$ cat src/design/opc_pkg.sv
// package of constants for the otg power and pullup control block
package opc_pkg;
    localparam logic [7:0] LINE_CTRL_ADDR = 8'h10;
    localparam logic [7:0] BUS_CTRL_ADDR = 8'h11;
    localparam logic [7:0] STATUS_ADDR = 8'h13;
    localparam logic [7:0] IRQ_MASK_ADDR = 8'h14;
    localparam logic [7:0] LINE_CTRL_RST = 8'h00;
    localparam logic [7:0] BUS_CTRL_RST = 8'h00;
    localparam logic [7:0] IRQ_MASK_RST = 8'h00;
    localparam int SHUTDOWN_POS = 0;
    localparam int TIMED_PULSE_POS = 1;
    localparam int CONT_CHARGE_POS = 2;
    localparam int PUMP_DRIVE_POS = 3;
    localparam int DISCHARGE_POS = 4;
    localparam int AUTO_NEG_POS = 5;
    localparam int PU_ONE_POS = 4;
    localparam int PU_TWO_POS = 5;
    localparam int PD_PLUS_POS = 6;
    localparam int PD_MINUS_POS = 7;
    localparam int IDENT_STAT_POS = 3;
    localparam int HOST_NEG_STAT_POS = 4;
    localparam int PERI_NEG_STAT_POS = 5;
    localparam int HOST_NEG_IRQ_POS = 4;
    localparam int CLK_HZ = 10_000_000;
    localparam int CONNECT_MAX_US = 3000;
    localparam int MONITOR_DELAY_US = 25;
    localparam int PULSE_MS = 60;
    localparam int CONNECT_CYC = CONNECT_MAX_US * (CLK_HZ / 1_000_000);
    localparam int MONITOR_CYC =
        (MONITOR_DELAY_US * (CLK_HZ / 1_000_000));
    localparam int PULSE_CYC = PULSE_MS * (CLK_HZ / 1000);
    localparam int CNT_W = 20;
    typedef enum logic [1:0] {
        OPC_IDLE = 2'b00,
        OPC_WAIT = 2'b01,
        OPC_ARMED = 2'b11,
        OPC_DONE = 2'b10
    } opc_neg_st_t;
endpackage

$ cat src/design/opc_timer.sv
// down counter that reports expiry
`timescale 1ns/1ps
module opc_timer #(
    parameter int W = 20
) (
    input wire logic core_clk_i,
    input wire logic arst_n_i,
    input wire logic load_i,
    input wire logic [W-1:0] value_i,
    output logic zero_o
);
    logic [W-1:0] cnt_q;
    logic [W-1:0] cnt_d;

    always_comb begin
        cnt_d = cnt_q;
        if (load_i) begin
            cnt_d = value_i;
        end else if (cnt_q != '0) begin
            cnt_d = cnt_q - 1'b1;
        end
    end

    always_ff @(posedge core_clk_i or negedge arst_n_i) begin
        if (!arst_n_i) begin
            cnt_q <= '0;
        end else begin
            cnt_q <= cnt_d;
        end
    end

    assign zero_o = (cnt_q == '0) && !load_i;
endmodule

$ cat src/design/opc_core.sv
// otg bus power, pullup switching and automatic negotiation logic
`timescale 1ns/1ps
// Overview of operation
// - bus control bit0 one enters shutdown
// - shutdown turns off charger and comparators
// - registers and ident path work in shutdown
// - timed pulse bit gives one charge pulse
// - continuous charge bit holds current source on
// - drive bit switches the charge pump
// - discharge bit connects bus discharge resistor
// - autoconnect needs host ident and enable
// - autoresponse needs peripheral ident and enable
// - single ended zero connects pullup within 3ms
// - autoconnect sets host status and interrupt
// - clearing enable on host drops pullup
// - no automatic negotiation during shutdown
// - wait 25us, then reset on peer pullup
// - clearing enable on peripheral stops reset
// - pulse length meets the charge voltage limits
// - new pulse needs timed bit cleared, reset
// - pulsing inactive during shutdown
// - line control bits 4..7 drive switches
// - plus pullup wins over minus pullup
module opc_core
    import opc_pkg::*;
#(
    parameter int PULSE_CYCLES = PULSE_CYC,
    parameter int CONNECT_CYCLES = CONNECT_CYC,
    parameter int MONITOR_CYCLES = MONITOR_CYC
) (
    input wire logic core_clk_i,
    input wire logic arst_n_i,
    input wire logic reg_wr_i,
    input wire logic reg_rd_i,
    input wire logic [7:0] reg_addr_i,
    input wire logic [7:0] reg_wdata_i,
    output logic [7:0] reg_rdata_o,
    input wire logic role_ident_input_i,
    input wire logic dp_level_i,
    input wire logic dm_level_i,
    output logic role_ident_output_o,
    output logic charge_source_on_o,
    output logic comparators_on_o,
    output logic pump_drive_o,
    output logic supply_discharge_o,
    output logic plus_pullup_on_o,
    output logic minus_pullup_on_o,
    output logic plus_pulldown_on_o,
    output logic minus_pulldown_on_o,
    output logic bus_reset_drive_o,
    output logic host_neg_irq_o
);
    logic [7:0] line_q, line_d;
    logic [7:0] bus_q, bus_d;
    logic [7:0] mask_q, mask_d;
    logic [7:0] rdata_q, rdata_d;
    logic id_s1_q, id_s2_q, dp_s1_q, dp_s2_q, dm_s1_q, dm_s2_q;
    logic host_stat_q, host_stat_d, peri_stat_q, peri_stat_d;
    logic auto_pu_q, auto_pu_d, se0_q, se0_d;
    logic pulse_on_q, pulse_on_d, pulse_used_q, pulse_used_d;
    opc_neg_st_t st_q, st_d;
    logic shutdown, host_role, auto_en, host_auto, peri_auto;
    logic se0_seen, tmr_load, tmr_zero, pulse_load, pulse_zero;
    logic [CNT_W-1:0] tmr_val;
    logic out_cs, out_cmp, out_pump, out_dis, out_pup, out_mup;
    logic out_ppd, out_mpd, out_irq;

    assign shutdown = bus_q[SHUTDOWN_POS];
    assign host_role = !id_s2_q;
    assign auto_en = bus_q[AUTO_NEG_POS];
    assign host_auto = host_role && auto_en
        && !shutdown;
    assign peri_auto = !host_role && auto_en && !shutdown;
    assign se0_seen = !dp_s2_q && !dm_s2_q;

    // registers: writes work in any mode and shutdown keeps contents
    always_comb begin
        line_d = line_q;
        bus_d = bus_q;
        mask_d = mask_q;
        rdata_d = rdata_q;
        if (reg_wr_i) begin
            case (reg_addr_i)
                LINE_CTRL_ADDR: line_d = reg_wdata_i;
                BUS_CTRL_ADDR: bus_d = reg_wdata_i;
                IRQ_MASK_ADDR: mask_d = reg_wdata_i;
                default: line_d = line_q;
            endcase
        end
        if (reg_rd_i) begin
            case (reg_addr_i)
                LINE_CTRL_ADDR: rdata_d = line_q;
                BUS_CTRL_ADDR: rdata_d = bus_q;
                IRQ_MASK_ADDR: rdata_d = mask_q;
                STATUS_ADDR: begin
                    rdata_d = 8'h00;
                    rdata_d[IDENT_STAT_POS] = id_s2_q;
                    rdata_d[HOST_NEG_STAT_POS] = host_stat_q;
                    rdata_d[PERI_NEG_STAT_POS] = peri_stat_q;
                end
                default: rdata_d = 8'h00;
            endcase
        end
    end

    // negotiation state machine shares one timer
    always_comb begin
        st_d = st_q;
        auto_pu_d = auto_pu_q;
        se0_d = se0_q;
        host_stat_d = host_stat_q;
        peri_stat_d = peri_stat_q;
        tmr_load = 1'b0;
        tmr_val = '0;
        case (st_q)
            OPC_IDLE: begin
                if (host_auto && se0_seen) begin
                    st_d = OPC_WAIT;
                    tmr_load = 1'b1;
                    tmr_val = CNT_W'(1);
                end else if (peri_auto && !line_q[PU_ONE_POS]) begin
                    st_d = OPC_WAIT;
                    tmr_load = 1'b1;
                    tmr_val = CNT_W'(MONITOR_CYCLES);
                end
            end
            OPC_WAIT: begin
                if (!host_auto && !peri_auto) begin
                    st_d = OPC_IDLE;
                end else if (tmr_zero) begin
                    st_d = OPC_ARMED;
                end
            end
            OPC_ARMED: begin
                if (host_auto) begin
                    auto_pu_d = 1'b1;
                    host_stat_d = 1'b1;
                    st_d = OPC_DONE;
                end else if (peri_auto) begin
                    if (dp_s2_q) begin
                        se0_d = 1'b1;
                        peri_stat_d = 1'b1;
                        st_d = OPC_DONE;
                    end
                end else begin
                    st_d = OPC_IDLE;
                end
            end
            OPC_DONE: begin
                if (!host_auto && !peri_auto) begin
                    st_d = OPC_IDLE;
                end
            end
            default: st_d = OPC_IDLE;
        endcase
        if (!host_auto) begin
            auto_pu_d = 1'b0;
        end
        if (!peri_auto) begin
            se0_d = 1'b0;
        end
        if (!auto_en) begin
            host_stat_d = 1'b0;
            peri_stat_d = 1'b0;
        end
    end

    // self timed pulse: arms on the bit, ends on timer, rearms on clear
    always_comb begin
        pulse_on_d = pulse_on_q;
        pulse_used_d = pulse_used_q;
        pulse_load = 1'b0;
        if (!bus_q[TIMED_PULSE_POS]) begin
            pulse_used_d = 1'b0;
            pulse_on_d = 1'b0;
        end else if (shutdown) begin
            pulse_on_d = 1'b0;
        end else if (!pulse_used_q) begin
            pulse_used_d = 1'b1;
            pulse_on_d = 1'b1;
            pulse_load = 1'b1;
        end else if (pulse_zero) begin
            pulse_on_d = 1'b0;
        end
    end

    always_comb begin
        out_cs = !shutdown
            && (bus_q[CONT_CHARGE_POS] || pulse_on_q);
        out_cmp = !shutdown;
        out_pump = bus_q[PUMP_DRIVE_POS];
        out_dis = bus_q[DISCHARGE_POS];
        out_pup = line_q[PU_ONE_POS] || auto_pu_q;
        out_mup = line_q[PU_TWO_POS] && !out_pup;
        out_ppd = line_q[PD_PLUS_POS];
        out_mpd = line_q[PD_MINUS_POS];
        out_irq = host_stat_q && mask_q[HOST_NEG_IRQ_POS];
    end

    opc_timer #(.W(CNT_W)) u_neg_timer (
        .core_clk_i(core_clk_i),
        .arst_n_i(arst_n_i),
        .load_i(tmr_load),
        .value_i(tmr_val),
        .zero_o(tmr_zero)
    );

    opc_timer #(.W(CNT_W)) u_pulse_timer (
        .core_clk_i(core_clk_i),
        .arst_n_i(arst_n_i),
        .load_i(pulse_load),
        .value_i(CNT_W'(PULSE_CYCLES)),
        .zero_o(pulse_zero)
    );

    always_ff @(posedge core_clk_i or negedge arst_n_i) begin
        if (!arst_n_i) begin
            line_q <= LINE_CTRL_RST;
            bus_q <= BUS_CTRL_RST;
            mask_q <= IRQ_MASK_RST;
            rdata_q <= 8'h00;
            id_s1_q <= 1'b1;
            id_s2_q <= 1'b1;
            dp_s1_q <= 1'b0;
            dp_s2_q <= 1'b0;
            dm_s1_q <= 1'b0;
            dm_s2_q <= 1'b0;
            st_q <= OPC_IDLE;
            auto_pu_q <= 1'b0;
            se0_q <= 1'b0;
            host_stat_q <= 1'b0;
            peri_stat_q <= 1'b0;
            pulse_on_q <= 1'b0;
            pulse_used_q <= 1'b0;
            role_ident_output_o <= 1'b1;
            charge_source_on_o <= 1'b0;
            comparators_on_o <= 1'b0;
            pump_drive_o <= 1'b0;
            supply_discharge_o <= 1'b0;
            plus_pullup_on_o <= 1'b0;
            minus_pullup_on_o <= 1'b0;
            plus_pulldown_on_o <= 1'b0;
            minus_pulldown_on_o <= 1'b0;
            bus_reset_drive_o <= 1'b0;
            host_neg_irq_o <= 1'b0;
        end else begin
            line_q <= line_d;
            bus_q <= bus_d;
            mask_q <= mask_d;
            rdata_q <= rdata_d;
            id_s1_q <= role_ident_input_i;
            id_s2_q <= id_s1_q;
            dp_s1_q <= dp_level_i;
            dp_s2_q <= dp_s1_q;
            dm_s1_q <= dm_level_i;
            dm_s2_q <= dm_s1_q;
            st_q <= st_d;
            auto_pu_q <= auto_pu_d;
            se0_q <= se0_d;
            host_stat_q <= host_stat_d;
            peri_stat_q <= peri_stat_d;
            pulse_on_q <= pulse_on_d;
            pulse_used_q <= pulse_used_d;
            role_ident_output_o <= id_s2_q;
            charge_source_on_o <= out_cs;
            comparators_on_o <= out_cmp;
            pump_drive_o <= out_pump;
            supply_discharge_o <= out_dis;
            plus_pullup_on_o <= out_pup;
            minus_pullup_on_o <= out_mup;
            plus_pulldown_on_o <= out_ppd;
            minus_pulldown_on_o <= out_mpd;
            bus_reset_drive_o <= se0_q;
            host_neg_irq_o <= out_irq;
        end
    end

    assign reg_rdata_o = rdata_q;

    a_shutdown_off: assert property (@(posedge core_clk_i)
        disable iff (!arst_n_i) shutdown |=> !charge_source_on_o
        && !comparators_on_o)
        else $error("charger on in shutdown");
    a_no_auto_shutdown_bit: assert property (@(posedge core_clk_i)
        disable iff (!arst_n_i) shutdown |-> ##2 !bus_reset_drive_o
        || !shutdown)
        else $error("auto reset during shutdown");
    a_pullup_prio: assert property (@(posedge core_clk_i)
        disable iff (!arst_n_i)
        !(plus_pullup_on_o && minus_pullup_on_o))
        else $error("both pullups on");
    a_cont_charge: assert property (@(posedge core_clk_i)
        disable iff (!arst_n_i) (bus_q[CONT_CHARGE_POS] && !shutdown)
        |=> charge_source_on_o)
        else $error("continuous charge missing");
    a_host_drop: assert property (@(posedge core_clk_i)
        disable iff (!arst_n_i) !auto_en |-> ##2 !auto_pu_q)
        else $error("auto pullup kept");
    a_peri_stop: assert property (@(posedge core_clk_i)
        disable iff (!arst_n_i) (!auto_en && !$past(auto_en))
        |=> !bus_reset_drive_o)
        else $error("bus reset kept");
    a_connect_time: assert property (@(posedge core_clk_i)
        disable iff (!arst_n_i) (st_q == OPC_IDLE && host_auto && se0_seen)
        ##1 host_auto [*4] |-> auto_pu_q)
        else $error("autoconnect late");
    a_pulse_once: assert property (@(posedge core_clk_i)
        disable iff (!arst_n_i) ($fell(pulse_on_q) && bus_q[TIMED_PULSE_POS]
        && !shutdown) |=> !pulse_on_q)
        else $error("pulse repeated");
    c_autoconnect: cover property (@(posedge core_clk_i)
        disable iff (!arst_n_i) $rose(host_stat_q));
    c_autoresponse: cover property (@(posedge core_clk_i)
        disable iff (!arst_n_i) $rose(peri_stat_q));
    c_pulse_end: cover property (@(posedge core_clk_i)
        disable iff (!arst_n_i) $fell(pulse_on_q));
endmodule

$ cat config.mk
export PLATFORM = sky130hd
export DESIGN_NAME = opc_core
export DESIGN_NICKNAME = d
export VERILOG_FILES = /design/src/design/opc_pkg.sv /design/src/design/opc_timer.sv /design/src/design/opc_core.sv
export SDC_FILE = /design/constraint.sdc
export NUM_CORES = 1
export LEC_CHECK = 0
export ABC_AREA = 1
export BUFFER_PORTS_ARGS = -buffer_cell sky130_fd_sc_hd__buf_2
export CORE_UTILIZATION = 50
export CTS_BUF_LIST = sky130_fd_sc_hd__clkbuf_4 sky130_fd_sc_hd__clkbuf_8
export DETAILED_ROUTE_END_ITERATION = 6
export PLACE_DENSITY = 0.75
export SYNTH_ARGS = -nofsm -noshare
export SYNTH_HDL_FRONTEND = slang
export SYNTH_SLANG_ARGS = --single-unit
$ cat constraint.sdc
create_clock -name core_clk_i -period 3.4 [get_ports core_clk_i]
set_input_delay 0 -clock core_clk_i [delete_from_list [all_inputs] [get_ports core_clk_i]]
set_output_delay 0 -clock core_clk_i [all_outputs]
set_load 0.01 [all_outputs]
After elaboration in Yosys (flattened, before gate mapping)
Index checks and enable logic that the tools add are counted.

Register bits after elaboration: 97. Bits in latches: 0. RAM bits: 0. Bits in read-only memories: 0. Bits of input ports: 23. Output and inout bits: 19. Word-level logic and storage cells: 135. Memories kept: 0.

Add/sub/neg operators: 2. $mul: 0. Divide/modulo/power cells: 0. Magnitude comparators: 0. Equality and inequality tests: 22. Shifts and indexed selects: 0. Muxes and demuxes: 42. Bitwise gates (word level): 0. Reduce and logical (&&, ||, !) cells: 39.

Operator list (count): 2-to-1 mux 20 bit (4); logical NOT 20 bit (2); nonzero test 20 bit (2); subtractor 20 x 1 -> 20 bit (second input constant) (2); equality test 8 x 5 -> 1 bit (second input constant) (4); case mux 8 bit (4 select lines) (1); 2-to-1 mux 1 bit (25); 2-to-1 mux 8 bit (3); 2-to-1 mux 2 bit (8); logical AND 1 bit (13); != test 2 x 1 -> 1 bit (second input constant) (6); logical NOT 1 bit (10); != test 2 bit (second input constant) (5); case mux 2 bit (4 select lines) (1); AND reduction 2 bit (4); AND reduction 4 bit (2); != test 3 bit (second input constant) (2); equality test 2 bit (second input constant) (2); != test 4 x 3 -> 1 bit (second input constant) (1); != test 4 bit (second input constant) (1); nonzero test 2 bit (2); AND reduction 3 bit (1); equality test 2 x 1 -> 1 bit (second input constant) (1); logical NOT 2 bit (1); logical OR 1 bit (2).

Logic depth before layout (Yosys ltp)
Gate-level depths: netlist (run 1).

Depth in word-level cells: 11. Mapped depth: 9. Mapped depth without buffers: 9.

Hierarchy
Synthesis (run 1) repeated with hierarchy kept, for this count alone.

Cells, all modules: 716. Area, all modules: 5425.2 sq um.

Modules (own cells, without submodules): opc_core (times used 1, cells each 280, area an instance 2477.4 sq um, seq. area each 1430.1 sq um); opc_timer at u_pulse_timer (times used 1, cells each 222, area an instance 1506.4 sq um, seq. area each 500.5 sq um); opc_timer at u_neg_timer (times used 1, cells each 214, area an instance 1441.4 sq um, seq. area each 500.5 sq um).

Worst setup path after synthesis (run 1)
OpenSTA, ideal clock, no wires.

Path type: flip-flop to flip-flop. Start point: reg u_neg_timer.cnt_q[0]. End point: reg u_neg_timer.cnt_q[16]. Library setup time: 0.071 ns. Arrival: 1.446 ns. Required time: 3.329 ns. Setup slack: 1.883 ns. Cell stages (with the launch flop): 9. Buffers on the path: 1. Period minus slack after synthesis: 1.517 ns. Path through: dfrtp_1 -> inv_1 -> ha_1 -> clkbuf_1 -> nand2_1 -> nor2_1 -> a21oi_1 -> nand3b_1 -> nor2_1.

Word-level cells in the longest chain between the ends: 3. Elaborated cells on any way between the ends: 5. Classes of those cells: add/sub (1); mux (2); reduce/logical (2).

RTL lines: start: declaration (line opc_timer.sv:12) `logic [W-1:0] cnt_q;`; start signal: assignment (line opc_timer.sv:28) `cnt_q <= cnt_d;`; subtractor 20 x 1 -> 20 bit (line opc_timer.sv:20) `cnt_d = cnt_q - 1'b1;`; 2-to-1 mux 20 bit (line opc_timer.sv:19) `end else if (cnt_q != '0) begin`; 2-to-1 mux 20 bit (line opc_timer.sv:17) `if (load_i) begin`.

Parallel ways exist; a longest one is shown, timed or not. The select of a mux whose other input is x is not followed. A chain may end at the register's enable or synchronous reset.

Final worst setup path (run 1)
Start point: reg u_neg_timer.cnt_q[12]. End point: reg u_neg_timer.cnt_q[0].

Word-level cells in the longest chain between the ends: 2.

RTL lines (line): nonzero test 20 bit (opc_timer.sv:19); nonzero test 2 bit (no line).

No other way between the ends.

==> run_results.csv, run 1 <==
group,metric,value,unit
global_route,use_met1,0.304,
pwr,comb_power_share,0.294,
critical_path,cp_max_fo,14,
final_layout,fin_nets,682,
placed_design,finalWeightedCongestion,0.934,
detailed_routing,viasPerCell,5.28,
pwr,pwr-share-clk,0.227,
placed_design,post-dp-hpwl,7790,um
cts,clock_sinks,97,
detailed_routing,vias,4167,
critical_path,cpPeakStageDelay,520,ps
final_layout,final_layout_size_suffix_gt1_frac,0.153,
critical_path,start_kind,"flop",
yosys,netlist-cell-type-count,38,
final_layout,antennaDiodeCount,0,
cts,clk_path_buf_depth,2,
detailed_routing,antenna_left,0,
yosys,synthSimpleGateAreaFrac,0.338,
pwr,power_leakage,2.76,nW
global_route,top_usage_layer,"met2",
yosys,async_reset_ff_frac,1.00,
pwr,intPower,0.00216,W
placed_design,dp_slack,1360,ps
yosys,muxShareOfSynthArea,0,
global_route,grt_use_met2,0.386,
yosys,synthTopCellsByArea,"dfrtp_1 48%, nand2_1 9.7%, nand3_1 7.7%",
cts,path_clk_slew,110,ps
yosys,synth_xor_xnor_area_share,0.0126,
pwr,p_seq_frac,0.478,
cts,clk_latency,360,ps
sta,rsz0062_at_grt,"false",
global_route,grtUsageMet3,0.0291,
detailed_routing,wl_per_cell,13.5,um
detailed_routing,routed_wl,10600,um
detailed_routing,drc,0,
critical_path,cp.required,3600,ps
pwr,power_density,626,nW/um^2
yosys,yosys-top-cells-count,"126 x nand2_1, 94 x dfrtp_1, 94 x nor2_1, 75 x nand3_1, 59 x inv_1",
critical_path,worstPathCellList,"nor2_1 > nand2_1 > nor2_1 > nand3_1 > nor2_2 > o21ai_0",
critical_path,cp_data_arrival_time,2150,ps
sta,tns,0,ps
detailed_routing,drtIter0Drc,171,
yosys,synth_compound_area_frac,0.0768,
critical_path,end_kind,"flop",
sta,final-hold-violation-count,0,
min_path,min_path_type,"input port to flop",
global_route,grt_pass1_vias,3974,
yosys,yosysWarnings,0,
global_route,grt-ovfl-total,0,
yosys,synth_top_family_by_area,"simple AND/OR/NAND/NOR gates",
pwr,power.switching,0.00130,W
cts,clock-root-buffer,"clkbuf_8",
global_route,antenna_found_initial,0,
critical_path,criticalPathCategory,"flop to flop",
yosys,syn_area,4880,um^2
outcome,status,"complete, no violations",
placed_design,port_buffers,41,
cts,cts_tree,"yes",
pwr,irDropWorstVdd,0.459,mV
yosys,synthFlopType,"dfrtp_1",
pwr,power_switching_share,0.376,
floorplanning,die-area,10200,um^2
yosys,syn_nets,627,
yosys,synthAdderAreaFrac,0.0102,
detailed_routing,firstDrtPassIters,5,
critical_path,slowest_stage,"nor2_2",
sta,post-route-period-util,0.574,
floorplanning,rows,35,
global_route,grt_max_degree,78,
final_layout,syn2layout_area_growth,13.2,%
floorplanning,core,9370,um^2
global_route,track_usage,0.230,
sta,worstMarginPinSlew,1090,ps
placed_design,place_area,5190,um^2
flow_run,cap_violations,0,
sta,max_freq,0.512,GHz
sta,slew-limit-headroom,0.270,
yosys,synth_cells,600,
yosys,ys_ff_latch,97,
floorplanning,ioPinCount,42,
yosys,yosysTopAreaCell,"dfrtp_1",
floorplanning,die_w,101,um
sta,drv_slew,0,
sta,setup-violations-final,0,
critical_path,critPathMostFrequentCell,"nor2_1",
cts,cts_made_buffers,9,
yosys,synth.most_common_cell,"nand2_1",
floorplanning,die_h,101,um
yosys,synth_area_per_cell,8.14,um^2
sta,fin_crit,1950,ps
sta,setup_slack,1450,ps
cts,cts_max_level,3,
global_route,grt_pass1_wl,18200,um
final_layout,finalInstanceArea,5530,um^2
floorplanning,start_util,0.521,
yosys,synth_top_area_share,0.482,
yosys,yosysSeqAreaShare,0.498,
sta,clock_skew,14.9,ps
yosys,synth_edf_count,0,
[sequential cells by signal, summed over array words and instances (netlist names), 2 cells and up]
name	flops
st_q	2
line_q	8
mask_q	8
u_neg_timer.cnt_q	20
bus_q	8
u_pulse_timer.cnt_q	20
reg_rdata_o	8
[through the flow]
step / instances / hold WS [ps] / util / power [W]
floorplan: 600 / -296 / - / 0.00239
global placement: 760 / 108 / 0.554 / 0.00264
detailed placement: 760 / 112 / 0.554 / 0.00267
CTS: 789 / 73.7 / 0.590 / 0.00346
finish: 789 / 84.0 / 0.590 / 0.00346
global route: 789 / 106 / 0.590 / 0.00371
[worst paths after layout]
| kind | depth (start not counted) | start | endpoint | slack, ps |
|---|---|---|---|---|
| worst max-delay path | 6 | u_neg_timer.cnt_q[12] | u_neg_timer.cnt_q[0] | 1450 |
| worst min-delay path | 5 | reg_addr_i[3] | mask_q[5] | 80 |
| worst max register to register | 6 | u_neg_timer.cnt_q[12] | u_neg_timer.cnt_q[0] | 1450 |
| worst min register to register | 0 | dm_s1_q | dm_s2_q | 340 |
| max in group asynchronous | 3 | arst_n_i | id_s2_q | 2150 |
| min in group asynchronous | 2 | arst_n_i | reg_rdata_o[6] | 320 |
[logic make-up after synthesis]
| family | Yosys count |
|---|---|
| flip-flops | 97 |
| XOR/XNOR | 7 |
| AND/OR/NAND/NOR | 354 |
| AO/OA/AOI/OAI | 64 |
| adder cells (fa/ha/maj) | 4 |
| buffers and inverters | 74 |
[routing by layer]
| layer | up-vias | share of wire |
|---|---|---|
| met5 | - | 0 |
| met4 | 0 | 0.022 |
| met3 | 24 | 0.043 |
| met2 | 101 | 0.48 |
| met1 | 1991 | 0.45 |
| li1 | 2051 | - |
[worst max-delay path: cells and delay by family, from the launching register on]
family / cells / cell delay (ps)
flops: 1 / 440
simple gates: 5 / 1120
compound gates: 1 / 230
[power groups by stage]
stage / logic [W] / registers, W / clock network (W)
global placement: 0.000977 / 0.00166 / 0
CTS: 0.00102 / 0.00165 / 0.000798
floorplan: 0.000778 / 0.00161 / 0
finish: 0.00102 / 0.00165 / 0.000786
detailed placement: 0.00100 / 0.00167 / 0
global route: 0.00117 / 0.00169 / 0.000844
[layout by cell type (no fill, tap or decap), types with 4 or more instances in the layout]
cell type	n
nand2_1	126
nor2_1	94
dfrtp_1	94
nand3_1	75
inv_1	59
buf_2	40
a21oi_1	23
o21ai_0	20
o21a_1	13
dlygate4sd3_1	13
nand4_1	12
nor2_2	9
clkbuf_8	9
or2_2	6
nor3_1	6
nand3b_1	6
nand2_2	5
xnor2_1	4
ha_1	4
[layout make-up]
cell class | instances | area (um^2)
Inverter | 63 | 239
Fill cell | 847 | 3840
Timing Repair Buffer | 55 | 345
Multi-Input combinational cell | 429 | 2140
Clock inverter | 7 | 86.3
Tap cell | 129 | 161
Clock buffer | 9 | 124
Sequential cell | 97 | 2430
[timing repair]
item                                    in CTS  in global routing
endpoints found under the setup margin       0                  0
hold endpoints to repair                   110                  0
gates resized for setup                      0                  0
hold buffers                                13                  0
buffers inserted                             0                  0
(Power assumes the default switching activity.)
==> run 2, diff against run 1 <==
- clock period: 3.4 -> 1.99 ns (I/O delays scaled with it)
==> run_results.csv, run 2 (same netlist as run 1, synthesis figures left out) <==
group,metric,value,unit
placed_design,place_area,5260,um^2
detailed_routing,routed_wl,10800,um
detailed_routing,drc,0,
global_route,antenna_found_initial,0,
sta,drv_slew,0,
cts,cts_max_level,3,
sta,clock_skew,15.8,ps
sta,setup-violations-final,0,
cts,cts_tree,"yes",
pwr,power_density,1080,nW/um^2
final_layout,post-route-util,0.600,
placed_design,finalWeightedCongestion,0.891,
flow_run,cap_violations,0,
floorplanning,ioPinCount,42,
final_layout,fin_nets,691,
cts,clk_latency,370,ps
global_route,track_usage,0.239,
cts,path_clk_slew,100,ps
sta,fin_crit,1710,ps
placed_design,place_inst,769,
cts,cts_resized,0,
final_layout,finalInstanceArea,5620,um^2
sta,rsz0062_at_grt,"false",
final_layout,antennaDiodeCount,0,
detailed_routing,drtIter0Drc,148,
cts,clock_sinks,97,
critical_path,reg2reg_from,"u_neg_timer.cnt_q[0]",
pwr,irDropWorstVdd,0.604,mV
final_layout,reg_top3,"u_neg_timer.cnt_q: 20 flops, u_pulse_timer.cnt_q: 20 flops",
min_path,min_to,"mask_q[5]",
sta,post-route-period-util,0.858,
placed_design,dp_slack,322,ps
floorplanning,die_w,101,um
min_path,min_path_cells,5,
floorplanning,die-area,10200,um^2
critical_path,r2r-end,"u_neg_timer.cnt_q[16]",
critical_path,reg2reg_setup_slack,280,ps
outcome,status,"complete, no violations",
sta,tns,0,ps
detailed_routing,viasPerCell,5.17,
critical_path,reg2regPathDepth,7,
floorplanning,rows,35,
sta,slew-limit-headroom,0.600,
final_layout,mostFrequentLayoutCell,"nand2_1",
critical_path,end_kind,"flop",
floorplanning,start_util,0.521,
cts,clk_path_buf_depth,2,
global_route,grt_max_degree,49,
final_layout,syn2layout_area_growth,15.1,%
floorplanning,die_h,101,um
placed_design,port_buffers,41,
cts,clock-root-buffer,"clkbuf_8",
detailed_routing,wl_per_cell,13.5,um
global_route,grt-ovfl-total,0,
detailed_routing,antenna_left,0,
critical_path,cp_data_arrival_time,2010,ps
global_route,grt_pass1_vias,4035,
final_layout,final_cells,798,
pwr,power_leakage,2.82,nW
min_path,min_path_type,"input port to flop",
critical_path,criticalPathCategory,"flop to flop",
sta,worstMarginPinSlew,600,ps
critical_path,start_kind,"flop",
global_route,grt_pass1_wl,18800,um
sta,setup_slack,282,ps
floorplanning,core,9370,um^2
sta,final-hold-violation-count,0,
placed_design,post-dp-hpwl,7970,um
final_layout,final_cell_mix,"126 x nand2_1, 94 x nor2_1, 94 x dfrtp_1",
detailed_routing,firstDrtPassIters,5,
sta,max_freq,0.586,GHz
min_path,hold_start,"reg_addr_i[3]",
cts,cts_made_buffers,9,
critical_path,cp_max_fo,7,
critical_path,cp.required,2290,ps
final_layout,final_layout_size_suffix_gt1_frac,0.164,
detailed_routing,vias,4129,
run 2: cell types whose count changed in the layout (fill, tap and decap cells not counted):
cell / before / now
buf_4: 2 / 11
bufinv_16: 1 / 2
clkinv_4: 2 / 0
clkinv_8: 0 / 1
inv_6: 1 / 3
inv_8: 2 / 0
run 2: power breakdown:
part	switching (W)	total (W)	internal (W)
Combinational	0.00105	0.00173	0.000679
Sequential	0.000450	0.00286	0.00241
Clock	0.000746	0.00148	0.000732
Total	0.00224	0.00606	0.00382
run 2: cell type report:
class	count	area (um^2)
Clock buffer	9	124
Inverter	63	239
Tap cell	129	161
Multi-Input combinational cell	429	2140
Fill cell	844	3750
Clock inverter	7	110
Sequential cell	97	2430
Timing Repair Buffer	64	413
run 2: routing by layer:
layer / vias up / GRT usage / part of all wire
li1: 2060 / - / -
met1: 1917 / 0.317 / 0.45
met2: 128 / 0.390 / 0.48
met3: 24 / 0.0458 / 0.057
met4: 0 / 0.0892 / 0.020
met5: - / 0 / 0
run 2: timing repair:
action | 4_1_cts | 5_1_grt
endpoints found under the setup margin | 0 | 0
hold endpoints to repair | 79 | 0
hold buffers | 13 | 0
buffers inserted | 0 | 0
run 2: worst max-delay path, cell delays in order, from the launching register on:
cell and delay (ps):
dfrtp_1 400, inv_1 130, ha_1 330, nand2_1 160
nor2_1 240, a21oi_1 100, nand3b_1 180, nor2_1 100
run 2: worst max-delay path by stage:
stage	startpoint	endpoint	slack, ps	cells past startpoint
floorplan	u_neg_timer.cnt_q[0]	u_neg_timer.cnt_q[16]	470	8
global placement	bus_q[0]	u_neg_timer.cnt_q[9]	380	8
detailed placement	bus_q[0]	u_neg_timer.cnt_q[0]	320	8
CTS	bus_q[0]	u_neg_timer.cnt_q[0]	280	8
global route	id_s2_q	u_neg_timer.cnt_q[0]	140	9
finish	u_neg_timer.cnt_q[0]	u_neg_timer.cnt_q[16]	280	7
run 2: metrics by stage:
stage,hold WS (ps),power [W]
detailed placement,48.9,0.00458
global route,90.4,0.00651
finish,88.7,0.00606
floorplan,-296,0.00408
global placement,48.3,0.00454
CTS,68.7,0.00610
